File: src/design/utx_pkg.sv
// Constants, register map and state types for the serial character engine.
// Assumes one 200 MHz clock and a plain strobe register port.
package utx_pkg;
    localparam logic [7:0] A_CR1  = 8'h00;
    localparam logic [7:0] A_CR2  = 8'h04;
    localparam logic [7:0] A_BRR  = 8'h08;
    localparam logic [7:0] A_STAT = 8'h0C;
    localparam logic [7:0] A_THR  = 8'h10;
    localparam logic [7:0] A_RXD  = 8'h14;
    localparam logic [7:0] A_REQ  = 8'h18;
    // control_reg_one
    localparam int B_UNIT_ON = 0;
    localparam int B_RXEN    = 2;
    localparam int B_TXEN    = 3;
    localparam int B_RXIE    = 5;
    localparam int B_DONEIE  = 6;
    localparam int B_EMPTYIE = 7;
    localparam int B_WLEN    = 10;
    localparam int B_OVER8   = 15;
    localparam logic [31:0] CR1_MASK = 32'h0000_8CED;
    localparam logic [31:0] CR1_RST  = 32'h0000_0000;
    // control_reg_two
    localparam int B_CLKEN  = 11;
    localparam int B_STOP   = 12;
    localparam int B_RXINV  = 16;
    localparam int B_TXINV  = 17;
    localparam logic [31:0] CR2_MASK = 32'h0003_3800;
    localparam logic [31:0] CR2_RST  = 32'h0000_0000;
    localparam logic [15:0] BRR_RST  = 16'h0010;
    // Status and request bits
    localparam int B_NOISE = 2;
    localparam int B_RXRDY = 5;
    localparam int B_DONE  = 6;
    localparam int B_EMPTY = 7;
    localparam int B_BRK   = 8;
    localparam int B_BRKRQ = 1;
    // Stop field, word length and oversampling codes
    localparam logic [1:0] STOP_1  = 2'b00;
    localparam logic [1:0] STOP_H  = 2'b01;
    localparam logic [1:0] STOP_2  = 2'b10;
    localparam logic [1:0] STOP_1H = 2'b11;
    localparam logic [1:0] WL_7 = 2'b10;
    localparam logic [1:0] WL_9 = 2'b01;
    localparam logic [4:0] OSR16 = 5'h10;
    localparam logic [4:0] OSR8  = 5'h08;
    localparam logic [3:0] SAMP_LAST = 4'hA;
    typedef enum logic [1:0] {TX_OFF, TX_SHIFT, TX_STOP, TX_IDLE} utx_tx_st_t;
    typedef enum logic [1:0] {RX_IDLE, RX_START, RX_DATA} utx_rx_st_t;
endpackage : utx_pkg

File: src/design/utx_core.sv
// Serial character engine: transmitter, break/idle frames, start detect.
// Registers reached over a plain strobe port; read data one cycle later.
//
// Added by the designer: strobed register access and the register addresses.
`timescale 1ns/1ps
`default_nettype none
module utx_core
    import utx_pkg::*;
#(
    parameter int DIV_W = 16
) (
    input  wire logic        ref_clk_i,
    input  wire logic        sys_rst_i,
    input  wire logic        clk_en_i,
    input  wire logic [7:0]  addr_i,
    input  wire logic [31:0] wr_data_i,
    input  wire logic        wr_i,
    input  wire logic        rd_i,
    output logic      [31:0] rd_data_o,
    input  wire logic        rx_i,
    output logic             tx_o,
    output logic             sync_serial_clk_out_o,
    output logic             irq_o
);
    logic [31:0]      cr1_q;
    logic [31:0]      cr2_q;
    logic [DIV_W-1:0] brr_q;
    logic [DIV_W-1:0] pre_q;
    logic [8:0]       thr_q;
    logic             tx_buffer_empty_q;
    logic             tx_done_q;
    logic             break_pending_q;
    logic             rx_data_ready_q;
    logic             noise_flag_q;
    logic [8:0]       rxbuf_q;
    utx_tx_st_t       tx_st_q;
    logic [10:0]      tx_sh_q;
    logic [3:0]       tx_bits_q;
    logic [5:0]       tx_cnt_q;
    logic             tx_dat_q;
    logic             tx_brk_q;
    utx_rx_st_t       rx_st_q;
    logic [2:0]       rx_hist_q;
    logic [3:0]       rx_n_q;
    logic [1:0]       rx_z1_q;
    logic [1:0]       rx_z2_q;
    logic             rx_nz_q;
    logic [4:0]       rx_cnt_q;
    logic [3:0]       rx_k_q;
    logic [8:0]       rx_sh_q;

    logic             ce;
    logic             wr_cr1;
    logic             wr_cr2;
    logic             wr_thr;
    logic             wr_req;
    logic             rd_rxd;
    logic             tx_enable;
    logic             rx_enable;
    logic [3:0]       dbits;
    logic [4:0]       osr;
    logic [5:0]       stop_ticks;
    logic [DIV_W-1:0] pre_nxt;
    logic             os_tick;
    logic             t_tick;
    logic             bit_end;
    logic             stop_end;
    logic             frame_end;
    logic             load_data;
    logic             brk_clr;
    logic             r_tick;
    logic             rxs;
    logic [3:0]       idx;
    logic [1:0]       z1n;
    logic [1:0]       z2n;
    logic             rx_xfer;

    assign ce     = clk_en_i;
    assign wr_cr1 = ce && wr_i && addr_i == A_CR1;
    assign wr_cr2 = ce && wr_i && addr_i == A_CR2;
    assign wr_thr = ce && wr_i && addr_i == A_THR;
    assign wr_req = ce && wr_i && addr_i == A_REQ;
    assign rd_rxd = ce && rd_i && addr_i == A_RXD;

    assign tx_enable = cr1_q[B_UNIT_ON] && cr1_q[B_TXEN];
    assign rx_enable = cr1_q[B_UNIT_ON] && cr1_q[B_RXEN];

    always_comb begin
        unique case (cr1_q[B_WLEN +: 2])
            WL_7:    dbits = 4'd7;
            WL_9:    dbits = 4'd9;
            default: dbits = 4'd8;
        endcase
    end

    assign osr = cr1_q[B_OVER8] ? OSR8 : OSR16;

    // Stop length in oversample ticks; a break always ends with two bits
    always_comb begin
        logic [2:0] halves;
        halves = 3'd2;
        if (tx_brk_q) begin
            halves = 3'd4;
        end else begin
            unique case (cr2_q[B_STOP +: 2])
                STOP_1:  halves = 3'd2;
                STOP_H:  halves = 3'd1;
                STOP_2:  halves = 3'd4;
                STOP_1H: halves = 3'd3;
            endcase
        end
        stop_ticks = cr1_q[B_OVER8] ? {1'b0, halves, 2'b00} : {halves, 3'b000};
    end

    always_ff @(posedge ref_clk_i) begin
        if (sys_rst_i) begin
            cr1_q <= CR1_RST;
            cr2_q <= CR2_RST;
            brr_q <= DIV_W'(BRR_RST);
        end else begin
            if (wr_cr1) begin
                cr1_q <= wr_data_i & CR1_MASK;
            end
            if (wr_cr2) begin
                cr2_q <= wr_data_i & CR2_MASK;
            end
            if (ce && wr_i && addr_i == A_BRR) begin
                brr_q <= wr_data_i[DIV_W-1:0];
            end
        end
    end

    // Shared baud prescaler; divisor 0 or 1 ticks every cycle
    assign pre_nxt = pre_q + 1'b1;
    assign os_tick = (tx_enable || rx_enable) && pre_nxt >= brr_q;

    always_ff @(posedge ref_clk_i) begin
        if (sys_rst_i) begin
            pre_q <= '0;
        end else if (ce) begin
            if (!(tx_enable || rx_enable) || os_tick) begin
                pre_q <= '0;
            end else begin
                pre_q <= pre_nxt;
            end
        end
    end

    // Transmitter ticks only while enabled, so counters freeze otherwise
    assign t_tick    = os_tick && tx_enable;
    assign bit_end   = t_tick && tx_cnt_q == 6'(osr - 5'd1);
    assign stop_end  = t_tick && tx_cnt_q == stop_ticks - 6'd1;
    assign frame_end = ce && tx_st_q == TX_STOP && stop_end;
    assign load_data = ce && tx_st_q == TX_IDLE && tx_enable
                       && !break_pending_q && !tx_buffer_empty_q;
    assign brk_clr   = ce && tx_st_q == TX_SHIFT && tx_brk_q
                       && bit_end && tx_bits_q == 4'd1;

    always_ff @(posedge ref_clk_i) begin
        if (sys_rst_i) begin
            tx_st_q   <= TX_OFF;
            tx_sh_q   <= '1;
            tx_bits_q <= '0;
            tx_cnt_q  <= '0;
            tx_dat_q  <= 1'b0;
            tx_brk_q  <= 1'b0;
        end else if (ce) begin
            unique case (tx_st_q)
                TX_OFF: begin
                    if (tx_enable) begin
                        tx_sh_q   <= '1;
                        tx_bits_q <= dbits + 4'd1;
                        tx_cnt_q  <= '0;
                        tx_dat_q  <= 1'b0;
                        tx_brk_q  <= 1'b0;
                        tx_st_q   <= TX_SHIFT;
                    end
                end
                TX_SHIFT: begin
                    // Disable abandons the frame; re-enable opens with idle
                    if (!tx_enable) begin
                        tx_st_q <= TX_OFF;
                    end else if (bit_end) begin
                        tx_cnt_q <= '0;
                        tx_sh_q  <= {1'b1, tx_sh_q[10:1]};
                        if (tx_bits_q == 4'd1) begin
                            tx_st_q <= TX_STOP;
                        end else begin
                            tx_bits_q <= tx_bits_q - 4'd1;
                        end
                    end else if (t_tick) begin
                        tx_cnt_q <= tx_cnt_q + 6'd1;
                    end
                end
                TX_STOP: begin
                    if (!tx_enable) begin
                        tx_st_q <= TX_OFF;
                    end else if (stop_end) begin
                        tx_cnt_q <= '0;
                        tx_st_q  <= TX_IDLE;
                    end else if (t_tick) begin
                        tx_cnt_q <= tx_cnt_q + 6'd1;
                    end
                end
                TX_IDLE: begin
                    if (!tx_enable) begin
                        tx_st_q <= TX_OFF;
                    end else if (break_pending_q) begin
                        tx_sh_q   <= '0;
                        tx_bits_q <= dbits + 4'd2;
                        tx_dat_q  <= 1'b0;
                        tx_brk_q  <= 1'b1;
                        tx_st_q   <= TX_SHIFT;
                    end else if (!tx_buffer_empty_q) begin
                        tx_sh_q   <= {1'b1, thr_q, 1'b0};
                        tx_bits_q <= dbits + 4'd1;
                        tx_dat_q  <= 1'b1;
                        tx_brk_q  <= 1'b0;
                        tx_st_q   <= TX_SHIFT;
                    end
                end
            endcase
        end
    end

    // Holding register and empty flag; a new write outranks a move
    always_ff @(posedge ref_clk_i) begin
        if (sys_rst_i) begin
            thr_q             <= '0;
            tx_buffer_empty_q <= 1'b1;
        end else if (wr_thr) begin
            thr_q             <= wr_data_i[8:0];
            tx_buffer_empty_q <= 1'b0;
        end else if (load_data) begin
            tx_buffer_empty_q <= 1'b1;
        end
    end

    always_ff @(posedge ref_clk_i) begin
        if (sys_rst_i) begin
            tx_done_q <= 1'b1;
        end else if (frame_end && tx_buffer_empty_q) begin
            tx_done_q <= 1'b1;
        end else if (wr_thr || (wr_req && wr_data_i[B_DONE])) begin
            tx_done_q <= 1'b0;
        end
    end

    always_ff @(posedge ref_clk_i) begin
        if (sys_rst_i) begin
            break_pending_q <= 1'b0;
        end else if (wr_req && wr_data_i[B_BRKRQ]) begin
            break_pending_q <= 1'b1;
        end else if (brk_clr) begin
            break_pending_q <= 1'b0;
        end
    end

    // Line and clock outputs; clock pulses only on data bits, second half
    always_ff @(posedge ref_clk_i) begin
        if (sys_rst_i) begin
            tx_o                  <= 1'b1;
            sync_serial_clk_out_o <= 1'b0;
        end else if (ce) begin
            tx_o <= (tx_st_q == TX_SHIFT ? tx_sh_q[0] : 1'b1)
                    ^ cr2_q[B_TXINV];
            sync_serial_clk_out_o <= cr2_q[B_CLKEN] && tx_enable
                    && tx_st_q == TX_SHIFT && tx_dat_q
                    && tx_bits_q <= dbits
                    && tx_cnt_q >= 6'(osr >> 1);
        end
    end

    // Receiver start detection
    assign r_tick = os_tick && rx_enable;
    assign rxs    = rx_i ^ cr2_q[B_RXINV];
    assign idx    = rx_n_q + 4'd1;
    assign z1n    = rx_z1_q + 2'((idx == 4'd3 || idx == 4'd5 || idx == 4'd7) && !rxs);
    assign z2n    = rx_z2_q + 2'((idx >= 4'd8) && !rxs);
    assign rx_xfer = ce && rx_st_q == RX_DATA && r_tick
                     && rx_cnt_q == '0 && rx_k_q == dbits;

    always_ff @(posedge ref_clk_i) begin
        if (sys_rst_i) begin
            rx_st_q   <= RX_IDLE;
            rx_hist_q <= '0;
            rx_n_q    <= '0;
            rx_z1_q   <= '0;
            rx_z2_q   <= '0;
            rx_nz_q   <= 1'b0;
            rx_cnt_q  <= '0;
            rx_k_q    <= '0;
            rx_sh_q   <= '0;
        end else if (ce) begin
            if (!rx_enable) begin
                rx_st_q   <= RX_IDLE;
                rx_hist_q <= '0;
            end else if (r_tick) begin
                unique case (rx_st_q)
                    RX_IDLE: begin
                        rx_hist_q <= {rx_hist_q[1:0], rxs};
                        if (rx_hist_q == 3'b111 && !rxs) begin
                            rx_st_q <= RX_START;
                            rx_n_q  <= 4'd1;
                            rx_z1_q <= '0;
                            rx_z2_q <= '0;
                        end
                    end
                    RX_START: begin
                        rx_n_q  <= idx;
                        rx_z1_q <= z1n;
                        rx_z2_q <= z2n;
                        if (idx == 4'd7 && z1n < 2'd2) begin
                            rx_st_q   <= RX_IDLE;
                            rx_hist_q <= '0;
                        end else if (idx == SAMP_LAST) begin
                            if (z2n < 2'd2) begin
                                rx_st_q   <= RX_IDLE;
                                rx_hist_q <= '0;
                            end else begin
                                rx_nz_q  <= z1n != 2'd3 || z2n != 2'd3;
                                rx_st_q  <= RX_DATA;
                                rx_cnt_q <= osr + (osr >> 1) - 5'd11;
                                rx_k_q   <= '0;
                            end
                        end
                    end
                    RX_DATA: begin
                        if (rx_cnt_q != '0) begin
                            rx_cnt_q <= rx_cnt_q - 5'd1;
                        end else if (rx_k_q == dbits) begin
                            // Hand over at the stop centre so the next start edge is seen
                            rx_st_q   <= RX_IDLE;
                            rx_hist_q <= '0;
                        end else begin
                            rx_cnt_q <= osr - 5'd1;
                            rx_k_q   <= rx_k_q + 4'd1;
                            rx_sh_q  <= {rxs, rx_sh_q[8:1]};
                        end
                    end
                    default: rx_st_q <= RX_IDLE;
                endcase
            end
        end
    end

    // Receive buffer and flags; hardware set wins over software clear
    always_ff @(posedge ref_clk_i) begin
        if (sys_rst_i) begin
            rxbuf_q         <= '0;
            rx_data_ready_q <= 1'b0;
            noise_flag_q    <= 1'b0;
        end else begin
            if (rx_xfer) begin
                rxbuf_q         <= rx_sh_q >> (4'd9 - dbits);
                rx_data_ready_q <= 1'b1;
            end else if (rd_rxd) begin
                rx_data_ready_q <= 1'b0;
            end
            if (rx_xfer && rx_nz_q) begin
                noise_flag_q <= 1'b1;
            end else if (wr_req && wr_data_i[B_NOISE]) begin
                noise_flag_q <= 1'b0;
            end
        end
    end

    always_ff @(posedge ref_clk_i) begin
        if (sys_rst_i) begin
            rd_data_o <= '0;
            irq_o     <= 1'b0;
        end else if (ce) begin
            rd_data_o <= '0;
            if (rd_i) begin
                unique case (addr_i)
                    A_CR1:   rd_data_o <= cr1_q;
                    A_CR2:   rd_data_o <= cr2_q;
                    A_BRR:   rd_data_o <= 32'(brr_q);
                    A_STAT:  rd_data_o <= {23'h0, break_pending_q,
                                tx_buffer_empty_q, tx_done_q, rx_data_ready_q,
                                2'b00, noise_flag_q, 2'b00};
                    A_RXD:   rd_data_o <= {23'h0, rxbuf_q};
                    default: rd_data_o <= '0;
                endcase
            end
            irq_o <= (tx_buffer_empty_q && cr1_q[B_EMPTYIE])
                  || (tx_done_q && cr1_q[B_DONEIE])
                  || (rx_data_ready_q && cr1_q[B_RXIE]);
        end
    end
endmodule : utx_core
`default_nettype wire

File: config.mk
export PLATFORM = sky130hd
export DESIGN_NAME = utx_core
export DESIGN_NICKNAME = d
export VERILOG_FILES = /design/src/design/utx_pkg.sv /design/src/design/utx_core.sv
export SDC_FILE = /design/constraint.sdc
export NUM_CORES = 1
export LEC_CHECK = 0
export ABC_AREA = 0
export BUFFER_PORTS_ARGS = -buffer_cell sky130_fd_sc_hd__buf_2
export CAP_MARGIN = 25
export CORE_UTILIZATION = 45
export DETAILED_ROUTE_END_ITERATION = 10
export PLACE_DENSITY = 0.65
export RECOVER_POWER = 25
export SYNTH_ARGS = -nofsm -noshare
export SYNTH_HDL_FRONTEND = slang
export SYNTH_SLANG_ARGS = --single-unit
File: constraint.sdc
create_clock -name ref_clk_i -period 7.3 [get_ports ref_clk_i]
set_input_delay 1.46 -clock ref_clk_i [delete_from_list [all_inputs] [get_ports ref_clk_i]]
set_output_delay 1.46 -clock ref_clk_i [all_outputs]
set_load 0.05 [all_outputs]
### Word-level counts from Yosys, hierarchy flattened

Index checks and enable logic that the tools add are counted.

| cells by class | value |
|---|---|
| $add $sub $neg | 16 |
| multipliers | 0 |
| div/mod/pow operators | 0 |
| order comparisons | 6 |
| equal/unequal tests | 52 |
| shifts and indexed selects | 1 |
| muxes and demuxes | 92 |
| bitwise gates (word level) | 6 |
| reduce and logical (&&, ||, !) cells | 86 |

Operators by type and width:

| operator | count |
|---|---|
| case mux 18 bit (5 select lines) | 1 |
| 2-to-1 mux 11 bit | 6 |
| 2-to-1 mux 4 bit | 13 |
| logical AND 1 bit | 46 |
| 2-to-1 mux 6 bit | 7 |
| 2-to-1 mux 2 bit | 18 |
| case mux 11 bit (3 select lines) | 1 |
| 2-to-1 mux 5 bit | 6 |
| inequality test 2 bit, second input constant | 14 |
| equality test 8 x 5 -> 1 bit, second input constant | 3 |
| 2-to-1 mux 3 bit | 8 |
| case mux 4 bit (2 select lines) | 3 |
| AND reduction 7 bit | 3 |
| 2-to-1 mux 18 bit | 1 |
| inequality test 3 bit, second input constant | 6 |
| case mux 6 bit (3 select lines) | 1 |
| AND reduction 6 bit | 3 |
| adder 16 x 1 -> 16 bit, second input constant | 1 |
| equality test 8 x 4 -> 1 bit, second input constant | 2 |
| greater-or-equal comparator 16 bit | 1 |
| 2-to-1 mux 1 bit | 16 |
| 2-to-1 mux 16 bit | 1 |
| AND reduction 8 bit | 2 |
| AND reduction 5 bit | 3 |
| 50 further kinds | 93 |

| word-level totals | value |
|---|---|
| bits in registers | 161 |
| bits in latches | 0 |
| RAM bits | 0 |
| memory bits (read-only) | 0 |
| output and inout port bits | 35 |
| logic and storage cells | 289 |
| memories | 0 |

### Depth between registers and ports, before layout

| depth | value |
|---|---|
| word-level depth | 12 |
| depth in mapped cells | 17 |
| gate-level depth less buffers | 14 |

### Worst setup path after synthesis

OpenSTA, ideal clock, no wires.

| timing | value |
|---|---|
| path type | flip-flop to flip-flop |
| start | reg pre_q[0] |
| end | reg rx_hist_q[0] |
| library setup time | 72 ps |
| arrival time | 3515 ps |
| data required time | 7228 ps |
| slack | 3714 ps |
| stages on the path, launching flop included | 16 |
| cell sequence | dfxtp_1 > ha_1 > and3_1 > and3_1 > and3_1 > clkbuf_1 > nand3_1 > xnor2_1 > ha_1 > nand4_1 > or3_1 > o21a_1 > buf_2 > o31ai_1 > and2_1 > mux2i_1 |

| on the way | value |
|---|---|
| cells in the longest elaborated chain, start to end | 6 |

RTL lines:

| element | RTL line | RTL |
|---|---|---|
| from (decl) | utx_core.sv:28 | `logic [DIV_W-1:0] pre_q;` |
| from (signal assigned) | utx_core.sv:144 | `pre_q <= pre_nxt;` |
| adder 16 x 1 -> 16 bit | utx_core.sv:134 | `assign pre_nxt = pre_q + 1'b1;` |
| greater-or-equal comparator 16 bit | utx_core.sv:135 | `assign os_tick = (tx_enable \|\| rx_enable) && pre_nxt >= brr_q;` |
| logical AND 1 bit | utx_core.sv:135 |  |
| logical AND 1 bit | utx_core.sv:275 | `assign r_tick = os_tick && rx_enable;` |
| inequality test 2 x 1 -> 1 bit (no line) | n/a |  |
| AND reduction 7 bit (no line) | n/a |  |
| to (signal assigned) | utx_core.sv:301 | `rx_hist_q <= {rx_hist_q[1:0], rxs};` |
| to (decl) | utx_core.sv:43 | `logic [2:0] rx_hist_q;` |

Every way passes these cells.
A chain may end at the register's enable or synchronous reset.

==> tab_implementation.tex <==
\begin{tabular}{lr}
\hline
Metric & Value \\
\hline
\multicolumn{2}{l}{\textbf{Run status}} \\
Outcome & finished with violations \\
Failing checks & max-capacitance violations, max-slew violations \\
\multicolumn{2}{l}{\textbf{Clock network}} \\
Sinks on Clock Net & 147 \\
Max Buffers Root-to-Sink & 2 \\
Hold\_buf cts & 0 \\
Clock tree from TritonCTS & yes \\
Number of gates given a new drive strength after cts & 0 \\
Total setup buffers inserted after CTS & 0 \\
Htree depth & 4 \\
Clock transition at the register clock pins on the worst setup and hold paths after CTS & 70 ps \\
Cts bufs inserted & 17 \\
Clock network latency to the later pin of the worst-skew pair & 430 ps \\
Clock root cell & sky130\_fd\_sc\_hd\_\_clkbuf\_16 \\
\multicolumn{2}{l}{\textbf{Logic synthesis}} \\
Sequential share of the synthesized area & 0.350 \\
Main area contributors after synthesis & sky130\_fd\_sc\_hd\_\_dfxtp\_1, sky130\_fd\_sc\_hd\_\_mux2i\_1, sky130\_fd\_sc\_hd\_\_ha\_1 \\
Synth Flop Type & sky130\_fd\_sc\_hd\_\_dfxtp\_1 \\
Post-synthesis share of cell area spent on xor and xnor gates & 0.0323 \\
Number of distinct library cells after synthesis & 74 \\
Mapped Cells & 1001 \\
Main combinational cell family by area after synthesis & simple AND/OR/NAND/NOR gates \\
Number of flip-flops and latches in the synthesized netlist & 147 \\
Post-synth top cells & sky130\_fd\_sc\_hd\_\_dfxtp\_1, sky130\_fd\_sc\_hd\_\_nor2\_1, sky130\_fd\_sc\_hd\_\_mux2i\_1, sky130\_fd\_sc\_hd\_\_nand2\_1, sky130\_fd\_sc\_hd\_\_a21oi\_1 \\
Post-Synth Simple-Gate Area & 0.210 \\
Synthesis Warnings & 0 \\
Syn avg cell area & 8.40 um\^{}2 \\
Adder and majority gate portion of the synthesized area & 0.0744 \\
Netlist Area Pre-Place & 8410 um\^{}2 \\
Fraction of the mapped netlist area in compound gates & 0.179 \\
Cell type contributing the most total cell area after synthesis & sky130\_fd\_sc\_hd\_\_dfxtp\_1 \\
Top-count cell post-synth & sky130\_fd\_sc\_hd\_\_dfxtp\_1 \\
Share of the synthesized area in the top cell type & 0.350 \\
EDFF count, synth & 0 \\
Mux cell area share after synthesis & 0.0851 \\
Async set-or-reset flop fraction in the synthesized netlist & 0 \\
\multicolumn{2}{l}{\textbf{Place}} \\
Count of input and output buffers & 52 \\
Routability congestion estimate & 0.797 \\
Cell total after placement & 1226 \\
Detailed placer's ending HPWL & 14.6 mm \\
Worst slack after detailed placement & 2620 ps \\
\multicolumn{2}{l}{\textbf{STA}} \\
Final critical-path setup slack & 1950 ps \\
Achievable frequency & 187 MHz \\
Worst clock skew & 12.4 ps \\
RSZ-0062 raised after global routing & false \\
Worst slew slack as a fraction of its limit & -1.27 \\
Least-Margin Pin Slew & 3410 ps \\
Final hold violations & 0 \\
Final period util & 0.733 \\
Max-slew violation count & 78 \\
Final min period & 5350 ps \\
Setup violations, final & 0 \\
Summed negative setup slack over all endpoints & 0 ps \\
\multicolumn{2}{l}{\textbf{Final layout}} \\
Final standard cell count with taps included and fillers excluded & 1258 \\
Fraction of layout instances using a drive strength above 1 & 0.0865 \\
Area added between synthesis and finish & 9.78\% \\
Total inserted antenna cells & 0 \\
Net count of the finished layout & 1112 \\
\# fillers & 1753 \\
\multicolumn{2}{l}{\textbf{Hold path}} \\
Hold/Removal Path Class & reg2reg \\
\multicolumn{2}{l}{\textbf{Pwr}} \\
Worst vdd rail ir drop & 0.163 mV \\
Sequential cell fraction of total power & 0.465 \\
Fraction of power consumed by combinational cells & 0.040 \\
Switching power total & 0.452 mW \\
Post-layout total power & 1.73 mW \\
Cell Int Power & 1.28 mW \\
Leakage power & 3.71 nW \\
PD cells & 188 nW/um\^{}2 \\
Share of total power consumed by net switching & 0.261 \\
Clock power frac & 0.495 \\
\multicolumn{2}{l}{\textbf{Route}} \\
Final WL & 21.0 mm \\
Vias per inst & 5.72 \\
Routed length per instance & 16.7 um \\
Residual DRC & 0 \\
Initial DRC count & 600 \\
Detailed-routing iteration count for the pre-antenna-repair pass & 5 \\
Antenna-violating nets left & 0 \\
Via Count & 7201 \\
\multicolumn{2}{l}{\textbf{Global routing}} \\
All-Layer GR Usage & 0.226 \\
Pin count of the biggest net entering global routing & 78 \\
Antenna violations before repair & 0 \\
Residual overflow from global routing & 0 \\
Number of global-route vias before repair & 6662 \\
First-pass GRT wire length & 34.8 mm \\
\multicolumn{2}{l}{\textbf{Critical path}} \\
Required time at the worst-slack endpoint & 7610 ps \\
Worst setup EP type & flop \\
Category of the most critical setup path & in2reg \\
Kind of start point of the critical path & primary input \\
WP data arrival & 5660 ps \\
Flop-to-flop setup slack & 2580 ps \\
Largest fanout of any net on the critical path & 77 \\
\multicolumn{2}{l}{\textbf{Floorplanning}} \\
Die W & 139 um \\
Core Rows & 49 \\
Total Die Area & 19200 um\^{}2 \\
Initial Utilization & 0.463 \\
Die H & 139 um \\
Area of the core & 18100 um\^{}2 \\
Ports & 81 \\
\multicolumn{2}{l}{\textbf{Flow run}} \\
Max-Cap Viols & 1 \\
\hline
\end{tabular}
==> critical path, cell delays in order <==
cell and delay (ps):
sky130_fd_sc_hd__clkbuf_1 2360, sky130_fd_sc_hd__clkbuf_2 1350, sky130_fd_sc_hd__nand2b_1 230, sky130_fd_sc_hd__nor3_1 50
sky130_fd_sc_hd__nand3_1 90, sky130_fd_sc_hd__o21ai_0 90
==> area by class of cell <==
type                       count  area [um^2]  share of cell area
clock buffer                  18          439              0.0476
clock inverter                14          140              0.0152
inverter                      51          191              0.0207
multi-input combinational    740         4950               0.536
sequential                   147         2940               0.319
tap                          229          287              0.0310
timing repair buffer          59          283              0.0306
==> layout by cell type (no fill, tap or decap), types with 8 or more instances in the layout <==
cell and n:
sky130_fd_sc_hd__and2_1 14, sky130_fd_sc_hd__nand3_1 25, sky130_fd_sc_hd__clkbuf_16 17, sky130_fd_sc_hd__xnor2_1 13
sky130_fd_sc_hd__buf_2 30, sky130_fd_sc_hd__conb_1 14, sky130_fd_sc_hd__a221oi_1 11, sky130_fd_sc_hd__inv_1 51
sky130_fd_sc_hd__a22oi_1 18, sky130_fd_sc_hd__nand2_1 67, sky130_fd_sc_hd__a211o_1 13, sky130_fd_sc_hd__nand2b_1 9
sky130_fd_sc_hd__o21ai_0 48, sky130_fd_sc_hd__a211oi_1 11, sky130_fd_sc_hd__nor3_1 32, sky130_fd_sc_hd__ha_1 50
sky130_fd_sc_hd__nor2_1 125, sky130_fd_sc_hd__nand4_1 8, sky130_fd_sc_hd__xor2_1 18, sky130_fd_sc_hd__mux2i_1 67
sky130_fd_sc_hd__clkbuf_1 22, sky130_fd_sc_hd__a21oi_1 64, sky130_fd_sc_hd__and3_1 11, sky130_fd_sc_hd__dfxtp_1 147
==> routing by layer <==
metal | global-route usage | routed length, um | vias up
met5 | 0 | 0 | -
met4 | 0.0801 | 493 | 0
met3 | 0.0383 | 873 | 29
met2 | 0.349 | 9210 | 169
met1 | 0.318 | 10400 | 3397
li1 | - | - | 3606
==> power by group through the flow <==
stage          sequential, mW  combinational [mW]  clock (mW)
3_5_place_dp            0.823              0.0701           0
5_1_grt                 0.804              0.0755       0.908
3_3_place_gp            0.823              0.0702           0
4_1_cts                 0.804              0.0702       0.870
2_1_floorplan           0.824              0.0507           0
6_report                0.805              0.0700       0.857
==> flip-flops by register name, summed over array words and instances, names as in the netlist, 6 cells and up <==
signal     flops
tx_cnt_q       6
tx_sh_q       11
thr_q          9
pre_q         16
rxbuf_q        9
brr_q         16
rd_data_o     18
rx_sh_q        9
cr1_q          9
==> kinds of logic (layout without fill, tap and decap cells) <==
| logic type | count (synthesis) | in the layout |
|---|---|---|
| simple gates | 349 | 349 |
| compound gates | 226 | 226 |
| flops | 147 | 147 |
| buf+inv | 127 | 142 |
| mux | 70 | 70 |
| fa+ha+maj | 50 | 50 |
| xor+xnor | 31 | 31 |
| other cells | 1 | 14 |
==> final timing paths <==
kind	start	cells after the start	endpoint
max	sys_rst_i	6	rx_hist_q[2]
min	rx_cnt_q[4]	2	rx_cnt_q[4]
max reg2reg	pre_q[0]	13	tx_cnt_q[1]
min reg2reg	rx_cnt_q[4]	2	rx_cnt_q[4]
==> metrics by stage <==
stage | util | hold slack [ps] | area, um^2
2_1_floorplan | - | 404 | 8460
3_3_place_gp | 0.478 | 416 | 8680
3_5_place_dp | 0.479 | 426 | 8680
4_1_cts | 0.510 | 437 | 9260
5_1_grt | 0.509 | 455 | 9230
6_report | 0.509 | 429 | 9230
(Power assumes the default switching activity.)
